`config.mk`:
```
export PLATFORM = sky130hd
export DESIGN_NAME = eppc_core
export DESIGN_NICKNAME = d
export VERILOG_FILES = /design/src/shared/eppc_pkg.sv /design/src/rtl/eppc_core.sv
export SDC_FILE = /design/constraint.sdc
export NUM_CORES = 1
export LEC_CHECK = 0
export BUFFER_PORTS_ARGS = -buffer_cell sky130_fd_sc_hd__buf_2
export CORE_ASPECT_RATIO = 1.5
export CORE_MARGIN = 2
export CORE_UTILIZATION = 30
export CTS_BUF_LIST = sky130_fd_sc_hd__clkbuf_4 sky130_fd_sc_hd__clkbuf_8
export CTS_CLUSTER_SIZE = 8
export DETAILED_ROUTE_END_ITERATION = 10
export SLEW_MARGIN = 20
export SYNTH_ARGS = -nofsm -noshare
export SYNTH_HDL_FRONTEND = slang
export SYNTH_SLANG_ARGS = --single-unit
```
`constraint.sdc`:
```
create_clock -name i_clk -period 2.2 [get_ports i_clk]
set_input_delay 0 -clock i_clk [delete_from_list [all_inputs] [get_ports i_clk]]
set_output_delay 0 -clock i_clk [all_outputs]
set_load 0.02 [all_outputs]
```
`src/shared/eppc_pkg.sv`:
```
// Package: offsets, field positions, reset values, timing and types of the EPP port core
package eppc_pkg;
   // Register offsets
   localparam logic [2:0] EPPC_OFF_STATUS = 3'h1;
   localparam logic [2:0] EPPC_OFF_CTRL = 3'h2;
   localparam logic [2:0] EPPC_OFF_ADDR = 3'h3;
   localparam logic [2:0] EPPC_OFF_DATA0 = 3'h4;
   localparam logic [2:0] EPPC_OFF_DATA3 = 3'h7;
   // Status field positions
   localparam int EPPC_ST_CYCLE_TIMEOUT_FLAG = 0;
   localparam int EPPC_ST_PAPER = 5;
   localparam int EPPC_ST_ACK = 6;
   localparam int EPPC_ST_READY = 7;
   // Control field positions
   localparam int EPPC_CT_HCLK = 0;
   localparam int EPPC_CT_LFEED = 1;
   localparam int EPPC_CT_INIT = 2;
   localparam int EPPC_CT_SEL = 3;
   localparam int EPPC_CT_IRQEN = 4;
   localparam int EPPC_CT_DIR = 5;
   localparam logic [5:0] EPPC_CTRL_RST = 6'h00;
   localparam logic [7:0] EPPC_BYTE_RST = 8'h00;
   // Watchdog: 10 us at 100 MHz, longest time rounds down
   localparam int EPPC_CLK_MHZ = 100;
   localparam int EPPC_WDOG_US = 10;
   localparam int EPPC_WDOG_CYC = EPPC_WDOG_US * EPPC_CLK_MHZ;
   localparam int EPPC_WDOG_W = 11;

   typedef enum logic [2:0] {
      EPPC_IDLE = 3'b000,
      EPPC_ARM = 3'b001,
      EPPC_STRB = 3'b010,
      EPPC_DONE = 3'b011,
      EPPC_ABORT = 3'b100
   } eppc_state_e;

   // Peripheral-side outputs
   typedef struct packed {
      logic data_phase_strobe_n;
      logic addr_phase_strobe_n;
      logic periph_dir_write_n;
      logic pad_dir_out;
      logic host_clk_n;
      logic line_feed_n;
      logic periph_init_out;
      logic irq;
   } eppc_pins_s;
endpackage : eppc_pkg

```
`src/rtl/eppc_core.sv`:
```
// EPP parallel port core: control, status and EPP address/data ports with cycle sequencer
`timescale 1ns/100ps
// Function
// - Status bit 5 reports paper-out level
// - Status bit 6 reports acknowledge level
// - Status bit 7 reports inverted busy
// - Control bits 0-5 reset; 6-7 zero
// - Control bits drive outputs, 0/1/3 inverted
// - Acknowledge rising edge raises enabled interrupt
// - Direction bit acts only in extended mode
// - Address port write runs EPP address write
// - Address port read captures bus at strobe end
// - Four data ports run EPP data cycles
// - Idle bus follows control register settings
// - EPP 1.9 watchdog: strobe to wait release
// - EPP 1.7 watchdog: strobe to strobe end
// - Host-clock bit forces write during cycle
// - EPP 1.9 holds IOCHRDY low until done
// - EPP 1.9 write waits wait-low, then strobes
// - EPP 1.9 wait release ends strobe, frees IOCHRDY
// - EPP 1.9 read floats bus in the same cycle as the strobe
// - EPP 1.9 read captures bus on wait release
// - EPP 1.7 holds IOCHRDY only while wait low
// - Writing 1 clears timeout flag
module eppc_core
   import eppc_pkg::*;
#(
   parameter int WDOG_CYC = EPPC_WDOG_CYC
) (
   // Clock and reset
   input wire logic i_clk,
   input wire logic i_rst_n,
   // Mode straps
   input wire logic i_epp_mode,
   input wire logic i_epp17_mode,
   input wire logic i_cfg_ext_mode_bit,
   // Host side
   input wire logic [2:0] i_addr,
   input wire logic i_ior_n,
   input wire logic i_iow_n,
   input wire logic [7:0] i_host_bus,
   output logic [7:0] o_host_bus,
   output logic o_host_bus_oe,
   output logic o_iochrdy,
   // Peripheral side
   input wire logic [7:0] i_pdata,
   output logic [7:0] o_pdata,
   output logic o_pdata_oe,
   input wire logic i_paper_out_in,
   input wire logic i_ack_n,
   input wire logic i_periph_ready_in,
   input wire logic i_periph_hold_n,
   output logic o_select_in_ctl_n,
   output eppc_pins_s o_pins
);

   // ------------------------------------------------------------
   // Synchronisers
   // ------------------------------------------------------------
   logic [5:0] sync1, sync2;
   logic ior_act, iow_act, hold_n, ack_s, ack_d, paper_s, ready_s;
   always_ff @(posedge i_clk or negedge i_rst_n) begin
      if (!i_rst_n) begin
         sync1 <= 6'h3f;
         sync2 <= 6'h3f;
         ack_d <= 1'b1;
      end else begin
         sync1 <= {i_ior_n, i_iow_n, i_periph_hold_n, i_ack_n, i_paper_out_in,
                   i_periph_ready_in};
         sync2 <= sync1;
         ack_d <= ack_s;
      end
   end
   assign ior_act = !sync2[5];
   assign iow_act = !sync2[4];
   assign hold_n = sync2[3];
   assign ack_s = sync2[2];
   assign paper_s = sync2[1];
   assign ready_s = sync2[0];

   // ------------------------------------------------------------
   // Registers and sequencer
   // ------------------------------------------------------------
   eppc_state_e state, next_state;
   logic [5:0] ctrl, next_ctrl;
   logic [7:0] wbyte, next_wbyte, rbyte, next_rbyte;
   logic cycle_timeout_flag, next_cycle_timeout_flag, irq, next_irq, is_rd, next_is_rd, is_adr, next_is_adr;
   logic [EPPC_WDOG_W-1:0] wdog, next_wdog;
   logic [7:0] obus, next_obus;
   logic [7:0] stat;
   logic ior_d, iow_d, epp_sel, wdog_exp, strobing, ext_in, cyc;
   always_ff @(posedge i_clk or negedge i_rst_n) begin
      if (!i_rst_n) begin
         ior_d <= 1'b0;
         iow_d <= 1'b0;
      end else begin
         ior_d <= ior_act;
         iow_d <= iow_act;
      end
   end

   assign epp_sel = i_epp_mode && (i_addr >= EPPC_OFF_ADDR);
   assign wdog_exp = (32'(wdog) >= WDOG_CYC);
   assign stat = {!ready_s, ack_s, paper_s, 4'h0, cycle_timeout_flag};

   always_comb begin
      next_state = state;
      next_ctrl = ctrl;
      next_wbyte = wbyte;
      next_rbyte = rbyte;
      next_cycle_timeout_flag = cycle_timeout_flag;
      next_is_rd = is_rd;
      next_is_adr = is_adr;
      next_wdog = wdog;
      next_obus = obus;
      next_irq = ctrl[EPPC_CT_IRQEN] && (irq || (ack_s && !ack_d));
      if (state != EPPC_IDLE && !wdog_exp) begin
         next_wdog = wdog + 1'b1;
      end
      // Plain register writes take the byte on the strobe's trailing edge
      if (!iow_act && iow_d) begin
         if (i_addr == EPPC_OFF_CTRL) begin
            next_ctrl = i_host_bus[5:0];
         end else if (i_addr == EPPC_OFF_STATUS && i_host_bus[EPPC_ST_CYCLE_TIMEOUT_FLAG]) begin
            next_cycle_timeout_flag = 1'b0;
         end
      end
      if (ior_act && !ior_d) begin
         if (i_addr == EPPC_OFF_STATUS) begin
            next_obus = stat;
         end else if (i_addr == EPPC_OFF_CTRL) begin
            next_obus = {2'b00, ctrl};
         end else if (!epp_sel) begin
            next_obus = EPPC_BYTE_RST;
         end
      end
      case (state)
         EPPC_IDLE: begin
            next_wdog = '0;
            if (epp_sel && ((ior_act && !ior_d) || (iow_act && !iow_d))) begin
               next_is_rd = ior_act;
               next_is_adr = (i_addr == EPPC_OFF_ADDR);
               next_wbyte = i_host_bus;
               next_state = i_epp17_mode ? EPPC_STRB : EPPC_ARM;
            end
         end
         EPPC_ARM: begin
            if (!hold_n) begin
               next_state = EPPC_STRB;
            end
         end
         EPPC_STRB: begin
            if (!is_rd) begin
               next_wbyte = i_host_bus;
            end
            if (i_epp17_mode) begin
               if (!(ior_act || iow_act)) begin
                  if (is_rd) begin
                     next_rbyte = i_pdata;
                  end
                  next_state = EPPC_IDLE;
               end
            end else if (hold_n) begin
               if (is_rd) begin
                  next_rbyte = i_pdata;
                  next_obus = i_pdata;
               end
               next_state = EPPC_DONE;
            end
         end
         EPPC_DONE, EPPC_ABORT: begin
            if (!(ior_act || iow_act)) begin
               next_state = EPPC_IDLE;
            end
         end
         default: next_state = EPPC_IDLE;
      endcase
      if (state == EPPC_STRB && i_epp17_mode && is_rd) begin
         next_obus = i_pdata;
      end
      if (state == EPPC_IDLE && epp_sel && ior_act && !ior_d) begin
         next_obus = rbyte;
      end
      // A timeout set wins over a simultaneous clear
      if ((state == EPPC_ARM || state == EPPC_STRB) && wdog_exp) begin
         next_cycle_timeout_flag = 1'b1;
         next_state = EPPC_ABORT;
      end
   end

   always_ff @(posedge i_clk or negedge i_rst_n) begin
      if (!i_rst_n) begin
         state <= EPPC_IDLE;
         ctrl <= EPPC_CTRL_RST;
         wbyte <= EPPC_BYTE_RST;
         rbyte <= EPPC_BYTE_RST;
         cycle_timeout_flag <= 1'b0;
         irq <= 1'b0;
         is_rd <= 1'b0;
         is_adr <= 1'b0;
         wdog <= '0;
         obus <= EPPC_BYTE_RST;
      end else begin
         state <= next_state;
         ctrl <= next_ctrl;
         wbyte <= next_wbyte;
         rbyte <= next_rbyte;
         cycle_timeout_flag <= next_cycle_timeout_flag;
         irq <= next_irq;
         is_rd <= next_is_rd;
         is_adr <= next_is_adr;
         wdog <= next_wdog;
         obus <= next_obus;
      end
   end

   // ------------------------------------------------------------
   // Output registers
   // ------------------------------------------------------------
   assign strobing = (state == EPPC_STRB);
   // Pins keep their idle values until the sequencer reaches the strobe state
   assign cyc = (state == EPPC_STRB || state == EPPC_DONE);
   // Direction bit counts only outside printer mode
   assign ext_in = !i_cfg_ext_mode_bit && ctrl[EPPC_CT_DIR];
   always_ff @(posedge i_clk or negedge i_rst_n) begin
      if (!i_rst_n) begin
         o_pins <= '{default: 1'b1};
         o_pdata <= EPPC_BYTE_RST;
         o_pdata_oe <= 1'b0;
         o_host_bus <= EPPC_BYTE_RST;
         o_host_bus_oe <= 1'b0;
         o_iochrdy <= 1'b1;
         o_select_in_ctl_n <= 1'b1;
      end else begin
         o_pins.host_clk_n <= !ctrl[EPPC_CT_HCLK];
         o_pins.line_feed_n <= !ctrl[EPPC_CT_LFEED];
         o_pins.periph_init_out <= ctrl[EPPC_CT_INIT];
         o_pins.irq <= irq;
         o_select_in_ctl_n <= !ctrl[EPPC_CT_SEL];
         o_pins.data_phase_strobe_n <= !(strobing && !is_adr);
         o_pins.addr_phase_strobe_n <= !(strobing && is_adr);
         if (cyc && state != EPPC_ABORT) begin
            // Host-clock bit overrides the read direction; a set direction bit turns
            // a write into a read with no error, as 1.9 software is told to avoid
            o_pins.periph_dir_write_n <= !(ctrl[EPPC_CT_HCLK] || (!is_rd && !ext_in));
            o_pdata_oe <= ctrl[EPPC_CT_HCLK] || (!is_rd && !ext_in);
            o_pins.pad_dir_out <= !(ctrl[EPPC_CT_HCLK] || (!is_rd && !ext_in));
            o_pdata <= wbyte;
         end else begin
            o_pins.periph_dir_write_n <= !ctrl[EPPC_CT_HCLK];
            o_pdata_oe <= !ext_in;
            o_pins.pad_dir_out <= ext_in;
            o_pdata <= wbyte;
         end
         o_host_bus <= next_obus;
         o_host_bus_oe <= ior_act && (i_addr != 3'h0) && (i_epp_mode || !epp_sel);
         if (i_epp17_mode) begin
            o_iochrdy <= !((state == EPPC_STRB) && !hold_n);
         end else begin
            o_iochrdy <= !(state == EPPC_ARM || state == EPPC_STRB ||
                           (state == EPPC_IDLE && next_state == EPPC_ARM));
         end
      end
   end
endmodule : eppc_core

```
==> impl_metrics.env, run 1 <==
export IMPL_fin_crit_sh_pct=90.52
export IMPL_slew_headroom_pct=57.25
export IMPL_drt_initial_drc_count=111
export IMPL_grt_pass1_vias=2419
export IMPL_die_h_um=133.0
export IMPL_cp_end_kind="flip-flop"
export IMPL_vias=2351
export IMPL_syn_inst=270
export IMPL_dp_hpwl_um=5257
export IMPL_grt_start_max_net_pins=44
export IMPL_ff_latch_area_um2=2106
export IMPL_diodes=0
export IMPL_required_ns=2.45
export IMPL_ys_seq_area_share_pct=63.29
export IMPL_core_region_area_um2=10940
export IMPL_start_util_pct=30.42
export IMPL_final_common_cell="dfrtp_1"
export IMPL_clock_latency_ns=0.35
export IMPL_fin_setup_tns_ns=0
export IMPL_hold_path_class="in2reg"
export IMPL_root_buffer="clkbuf_8"
export IMPL_maxSlewViolCount=0
export IMPL_synthArstFlopShare_pct=100.0
export IMPL_post_place_ws_ns=0.2055
export IMPL_status="finished, final reports clean"
export IMPL_rsz0062_at_grt="no"
export IMPL_fin_crit_ns=1.991
export IMPL_syn_num_nets=302
export IMPL_cts_setup_buffers=0
export IMPL_crit_path_start_kind="flip-flop"
export IMPL_fin_worst_skew_ns=0.008887
export IMPL_post_drt_wl_per_cell_um=14.14
export IMPL_final_layout_size_suffix_gt1_share_pct=34.62
export IMPL_critPathKind="reg2reg"
export IMPL_track_usage_pct=12.79
export IMPL_yosysUniqueCellTypes=50
export IMPL_fmax_mhz=502.2
export IMPL_clockBufferDepth=2
export IMPL_num_fill_cells=1090
export IMPL_num_io_pins=58
export IMPL_cts_hold_buf=28
export IMPL_cts_sinks=83
export IMPL_maxCapViolCount=0
export IMPL_grt_pass1_wl_um=12010
export IMPL_vias_per_cell=4.601
export IMPL_cts_max_level=3
export IMPL_overflow=0
export IMPL_tightest_slew_ns=0.6398
export IMPL_final_cell_mix="60 x dfrtp_1, 56 x buf_2, 28 x dlygate4sd3_1"
export IMPL_ir_worst_vdd_uv=297.1
export IMPL_p_leak_nw=1.854
export IMPL_timing_final_ws_setup_ns=0.2086
export IMPL_numCtsBuffers=9
export IMPL_avgSynthCellArea_um2=12.32
export IMPL_drt_pass1_iterations=4
export IMPL_num_rows=47
export IMPL_drc=0
export IMPL_port_buffers=57
export IMPL_cts_tree="built"
export IMPL_die_area_um2=11970
export IMPL_final_nets=391
export IMPL_synth_edff_count=0
export IMPL_die_w_um=89.99
export IMPL_multi_input_area_um2=1107
export IMPL_arrival_ns=2.24
export IMPL_yosys_warnings=0
export IMPL_synth_main_ff_cell="dfrtp_1"
export IMPL_ant_nets=0
export IMPL_netlist_area_um2=3327
export IMPL_finalSetupViolCount=0
export IMPL_ys_ff_latch=83
export IMPL_area_delta_synth_final_pct=27.98
export IMPL_antenna_found_initial=0
export IMPL_power_density_nw_per_um2=1126
export IMPL_crit_fanout=10
export IMPL_totalWireLength_um=7224
export IMPL_hold_viol_final=0
export IMPL_clkTransAtPathRegs_ns=0.08
export IMPL_gp_congestion=0.7977
export IMPL_cts_repair_resized=0
-- report_power, final --
group	switching, mW	internal (mW)	leakage, nW
registers	0.264	2.03	0.985
clock network	0.530	0.562	0.103
logic	0.780	0.630	0.766
-- layout make-up --
type	instances	area share (%)
flip-flops and latches	83	49.46
multi-input cells	163	26.01
repair buffers	90	14.52
well taps	147	4.320
clock buffers	11	3.409
clock inverters	5	1.234
inverters	12	1.058
-- worst paths after layout --
path | start | endpoint | slack, ns | depth (start not counted)
setup / recovery | state[2] | rbyte[3] | 0.21 | 4
hold / removal | i_epp17_mode | o_iochrdy | 0.03 | 3
setup reg to reg | state[2] | rbyte[3] | 0.21 | 4
hold reg to reg | sync1[2] | sync2[2] | 0.36 | 0
max in group asynchronous | i_rst_n | sync1[1] | 1.36 | 3
min in group asynchronous | i_rst_n | o_host_bus[7] | 0.17 | 2
-- metrics by stage --
step	util, %	cells	hold slack (ns)	total power [mW]	area [um2]
2_1_floorplan	-	270	-0.2956	3.208	3327
3_3_place_gp	34.56	467	0.01865	3.677	3780
3_5_place_dp	34.56	467	0.02759	3.720	3780
4_1_cts	38.93	511	0.01101	4.868	4258
5_1_grt	38.93	511	0.04957	5.091	4258
6_report	38.93	511	0.02781	4.792	4258
-- state kept, by name, indices dropped and copies added, names as in the netlist --
name and flops:
ack_d 1, o_pdata 8, is_rd 1, o_pins 8, wbyte 8, iow_d 1
cycle_timeout_flag 1, rbyte 8, o_select_in_ctl_n 1, is_adr 1, sync1 6, sync2 6
ctrl 6, o_iochrdy 1, o_pdata_oe 1, ior_d 1, irq 1, o_host_bus_oe 1
o_host_bus 8, wdog 11, state 3
-- worst max-delay path: stages, from the launching register on --
cell	delay (ns)
dfrtp_1	0.49
nand2b_4	0.20
or3_1	0.52
a21oi_4	0.32
mux2_2	0.37
-- cells in the mapped netlist (2+ instances only) --
cell	instances	area share, %
and3_1	6	1.1
dfstp_2	23	18
nand4_1	2	0.38
nand3b_1	3	0.68
nor3b_1	2	0.45
o22ai_1	3	0.56
nor2_1	17	1.9
nor2b_1	2	0.38
a2111oi_0	2	0.53
dfrtp_1	60	45
nand3_1	5	0.75
nand2_1	17	1.9
a21o_1	2	0.45
o21ai_0	20	3.0
nand2b_1	4	0.75
mux2_2	19	6.4
or3_1	2	0.38
a221oi_1	5	1.3
buf_6	3	1.0
nor3_1	4	0.60
a21oi_1	8	1.2
ha_1	2	0.75
a31oi_1	2	0.38
xnor2_1	6	1.6
inv_1	12	1.4
a211oi_1	6	1.4
a22oi_1	3	0.68
clkbuf_1	7	0.79
o21a_1	2	0.45
-- per-layer routing --
layer  GRT usage [%]  wire, um
met3           2.620       247
met4           6.752       202
met5               0         0
met1           14.36      2887
met2           22.77      3886
-- kinds of logic after synthesis --
kind of cell    after synthesis  synth area share (%)
flops                        83                 63.29
compound gates               62                 12.37
buf+inv                      24                 3.422
mux                          20                 6.732
xor+xnor                      6                 1.580
fa+ha+maj                     2                0.7520
simple gates                 73                 11.85
(Power assumes the default switching activity.)
==> run 2, diff against run 1 <==
--- a/config.mk
+++ b/config.mk
@@ -7,7 +7,6 @@
 export LEC_CHECK = 0
 export BUFFER_PORTS_ARGS = -buffer_cell sky130_fd_sc_hd__buf_2
 export CORE_ASPECT_RATIO = 1.5
-export CORE_MARGIN = 2
 export CORE_UTILIZATION = 30
 export CTS_BUF_LIST = sky130_fd_sc_hd__clkbuf_4 sky130_fd_sc_hd__clkbuf_8
 export CTS_CLUSTER_SIZE = 8
==> run 2 against run 1 <==
  * Largest power group unchanged
  * Utilization increased by 0.93 points
  * Die area decreased by 3.7%
  * Sequential cell count unchanged
  * Critical endpoint is now rbyte[0]
  * Design area increased by 0.21%
==> impl_metrics.env, run 2 (synthesized netlist as in run 1, its figures left out) <==
export IMPL_status="finished, final reports clean"
export IMPL_clock_latency_ns=0.36
export IMPL_hold_viol_final=0
export IMPL_power_density_nw_per_um2=1142
export IMPL_fmax_mhz=494.6
export IMPL_gp_congestion=0.8026
export IMPL_power_switching_mw=1.596
export IMPL_numCtsBuffers=9
export IMPL_die_area_um2=11520
export IMPL_crit_fanout=10
export IMPL_required_ns=2.45
export IMPL_track_usage_pct=14.06
export IMPL_combPwrFrac_pct=28.6
export IMPL_totalWireLength_um=7311
export IMPL_finalSetupViolCount=0
export IMPL_p_leak_nw=1.856
export IMPL_ant_nets=0
export IMPL_arrival_ns=2.27
export IMPL_cts_tree="built"
export IMPL_finalNonFillerCells=507
export IMPL_clockBufferDepth=2
export IMPL_p_int_mw=3.276
export IMPL_final_common_cell="dfrtp_1"
export IMPL_core_region_area_um2=10710
export IMPL_clkPwrFrac_pct=24.3
export IMPL_final_nets=390
export IMPL_maxSlewViolCount=0
export IMPL_post_drt_wl_per_cell_um=14.42
export IMPL_rsz0062_at_grt="no"
export IMPL_reg2regPathDepth=4
export IMPL_start_util_pct=31.08
export IMPL_root_buffer="clkbuf_8"
export IMPL_slew_headroom_pct=38.30
export IMPL_die_w_um=87.99
export IMPL_cts_repair_resized=0
export IMPL_die_h_um=131.0
export IMPL_r2r_start="state[2]"
export IMPL_fin_worst_skew_ns=0.006209
export IMPL_overflow=0
export IMPL_clkTransAtPathRegs_ns=0.08
export IMPL_final_cell_mix="60 x dfrtp_1, 56 x buf_2, 29 x dlygate4sd3_1"
export IMPL_cts_sinks=83
export IMPL_dp_cells=462
export IMPL_fin_setup_tns_ns=0
export IMPL_vias=2374
export IMPL_cp_end_kind="flip-flop"
export IMPL_tightest_slew_ns=0.9184
export IMPL_fin_crit_ns=2.022
export IMPL_antenna_found_initial=0
export IMPL_grt_pass1_wl_um=11920
export IMPL_maxCapViolCount=0
export IMPL_grt_start_max_net_pins=51
export IMPL_largest_reg_flops=11
export IMPL_grt_pass1_vias=2435
export IMPL_power_frac_seq_pct=47.2
export IMPL_diodes=0
export IMPL_drc=0
export IMPL_dp_hpwl_um=5197
export IMPL_cp_startpoint="state[2]"
export IMPL_ir_worst_vdd_uv=431.8
export IMPL_num_io_pins=58
export IMPL_port_buffers=57
export IMPL_hold_path_class="in2async"
export IMPL_final_layout_size_suffix_gt1_share_pct=34.16
export IMPL_drt_pass1_iterations=4
export IMPL_cts_max_level=3
export IMPL_swShare_pct=32.76
export IMPL_fin_crit_sh_pct=91.91
export IMPL_critPathKind="reg2reg"
export IMPL_area_delta_synth_final_pct=28.24
export IMPL_vias_per_cell=4.682
export IMPL_drt_initial_drc_count=84
export IMPL_crit_path_start_kind="flip-flop"
export IMPL_num_rows=46
export IMPL_top_register="wdog"
-- run 2: cell count changes in the layout (fill, tap and decap cells not counted), sizes merged --
cell and delta:
buf -2, dlygate4sd3 +1, bufinv +1, clkbuf -2
inv +1
-- run 2: path summary, 6_finish.rpt --
check | slack, ns | endpoint
worst max-delay path | 0.18 | rbyte[0]
worst min-delay path | 0.21 | rbyte[7]
worst max register to register | 0.18 | rbyte[0]
worst min register to register | 0.36 | sync2[1]
max in group asynchronous | 1.31 | o_pins[2]
min in group i_clk | 0.28 | sync1[3]
-- run 2: power groups by stage --
stage,registers [mW],clock network [mW],logic [mW]
2_1_floorplan,2.51,0,0.696
3_3_place_gp,2.31,0,1.34
3_5_place_dp,2.33,0,1.37
4_1_cts,2.31,1.22,1.41
5_1_grt,2.37,1.27,1.54
6_report,2.30,1.18,1.39
-- run 2: what timing repair did --
| action | CTS | global route |
|---|---|---|
| setup buffers | 0 | 0 |
| hold buffers | 29 | 0 |
| hold endpoints to repair | 74 | 0 |
-- run 2: area by class of cell --
class                   instances  area (um2)
flip-flops and latches         83        2106
multi-input cells             163        1107
clock inverters                 7       91.34
inverters                      12       45.04
clock buffers                   9       123.9
well taps                     144       180.2
repair buffers                 89       613.1
fillers                      1065        6439
-- run 2: layer usage --
| metal | share of wire [%] | vias up | track usage [%] |
|---|---|---|---|
| li1 | - | 1130 | - |
| met1 | 41 | 1174 | 15.41 |
| met2 | 53 | 54 | 24.44 |
| met3 | 3.8 | 16 | 3.769 |
| met4 | 2.5 | 0 | 7.618 |
| met5 | 0 | - | 0 |
-- run 2: critical path, stage by stage, from the launching register on --
cell and delay, ns:
dfrtp_1 0.48, nand2b_4 0.20, or3_1 0.51, a21oi_4 0.34
mux2_2 0.38
-- run 2: per-stage QoR --
step | area [um2] | power (mW) | util (%) | worst slack, ns | hold slack (ns)
finish | 4267 | 4.872 | 39.86 | 0.1780 | 0.2136
global route | 4267 | 5.179 | 39.86 | 0.09267 | 0.2693
CTS | 4267 | 4.938 | 39.86 | 0.2041 | 0.2124
detailed placement | 3761 | 3.704 | 35.13 | 0.2200 | 0.07508
global placement | 3761 | 3.651 | 35.13 | 0.2777 | 0.06237
floorplan | 3327 | 3.208 | - | 0.4051 | -0.2956
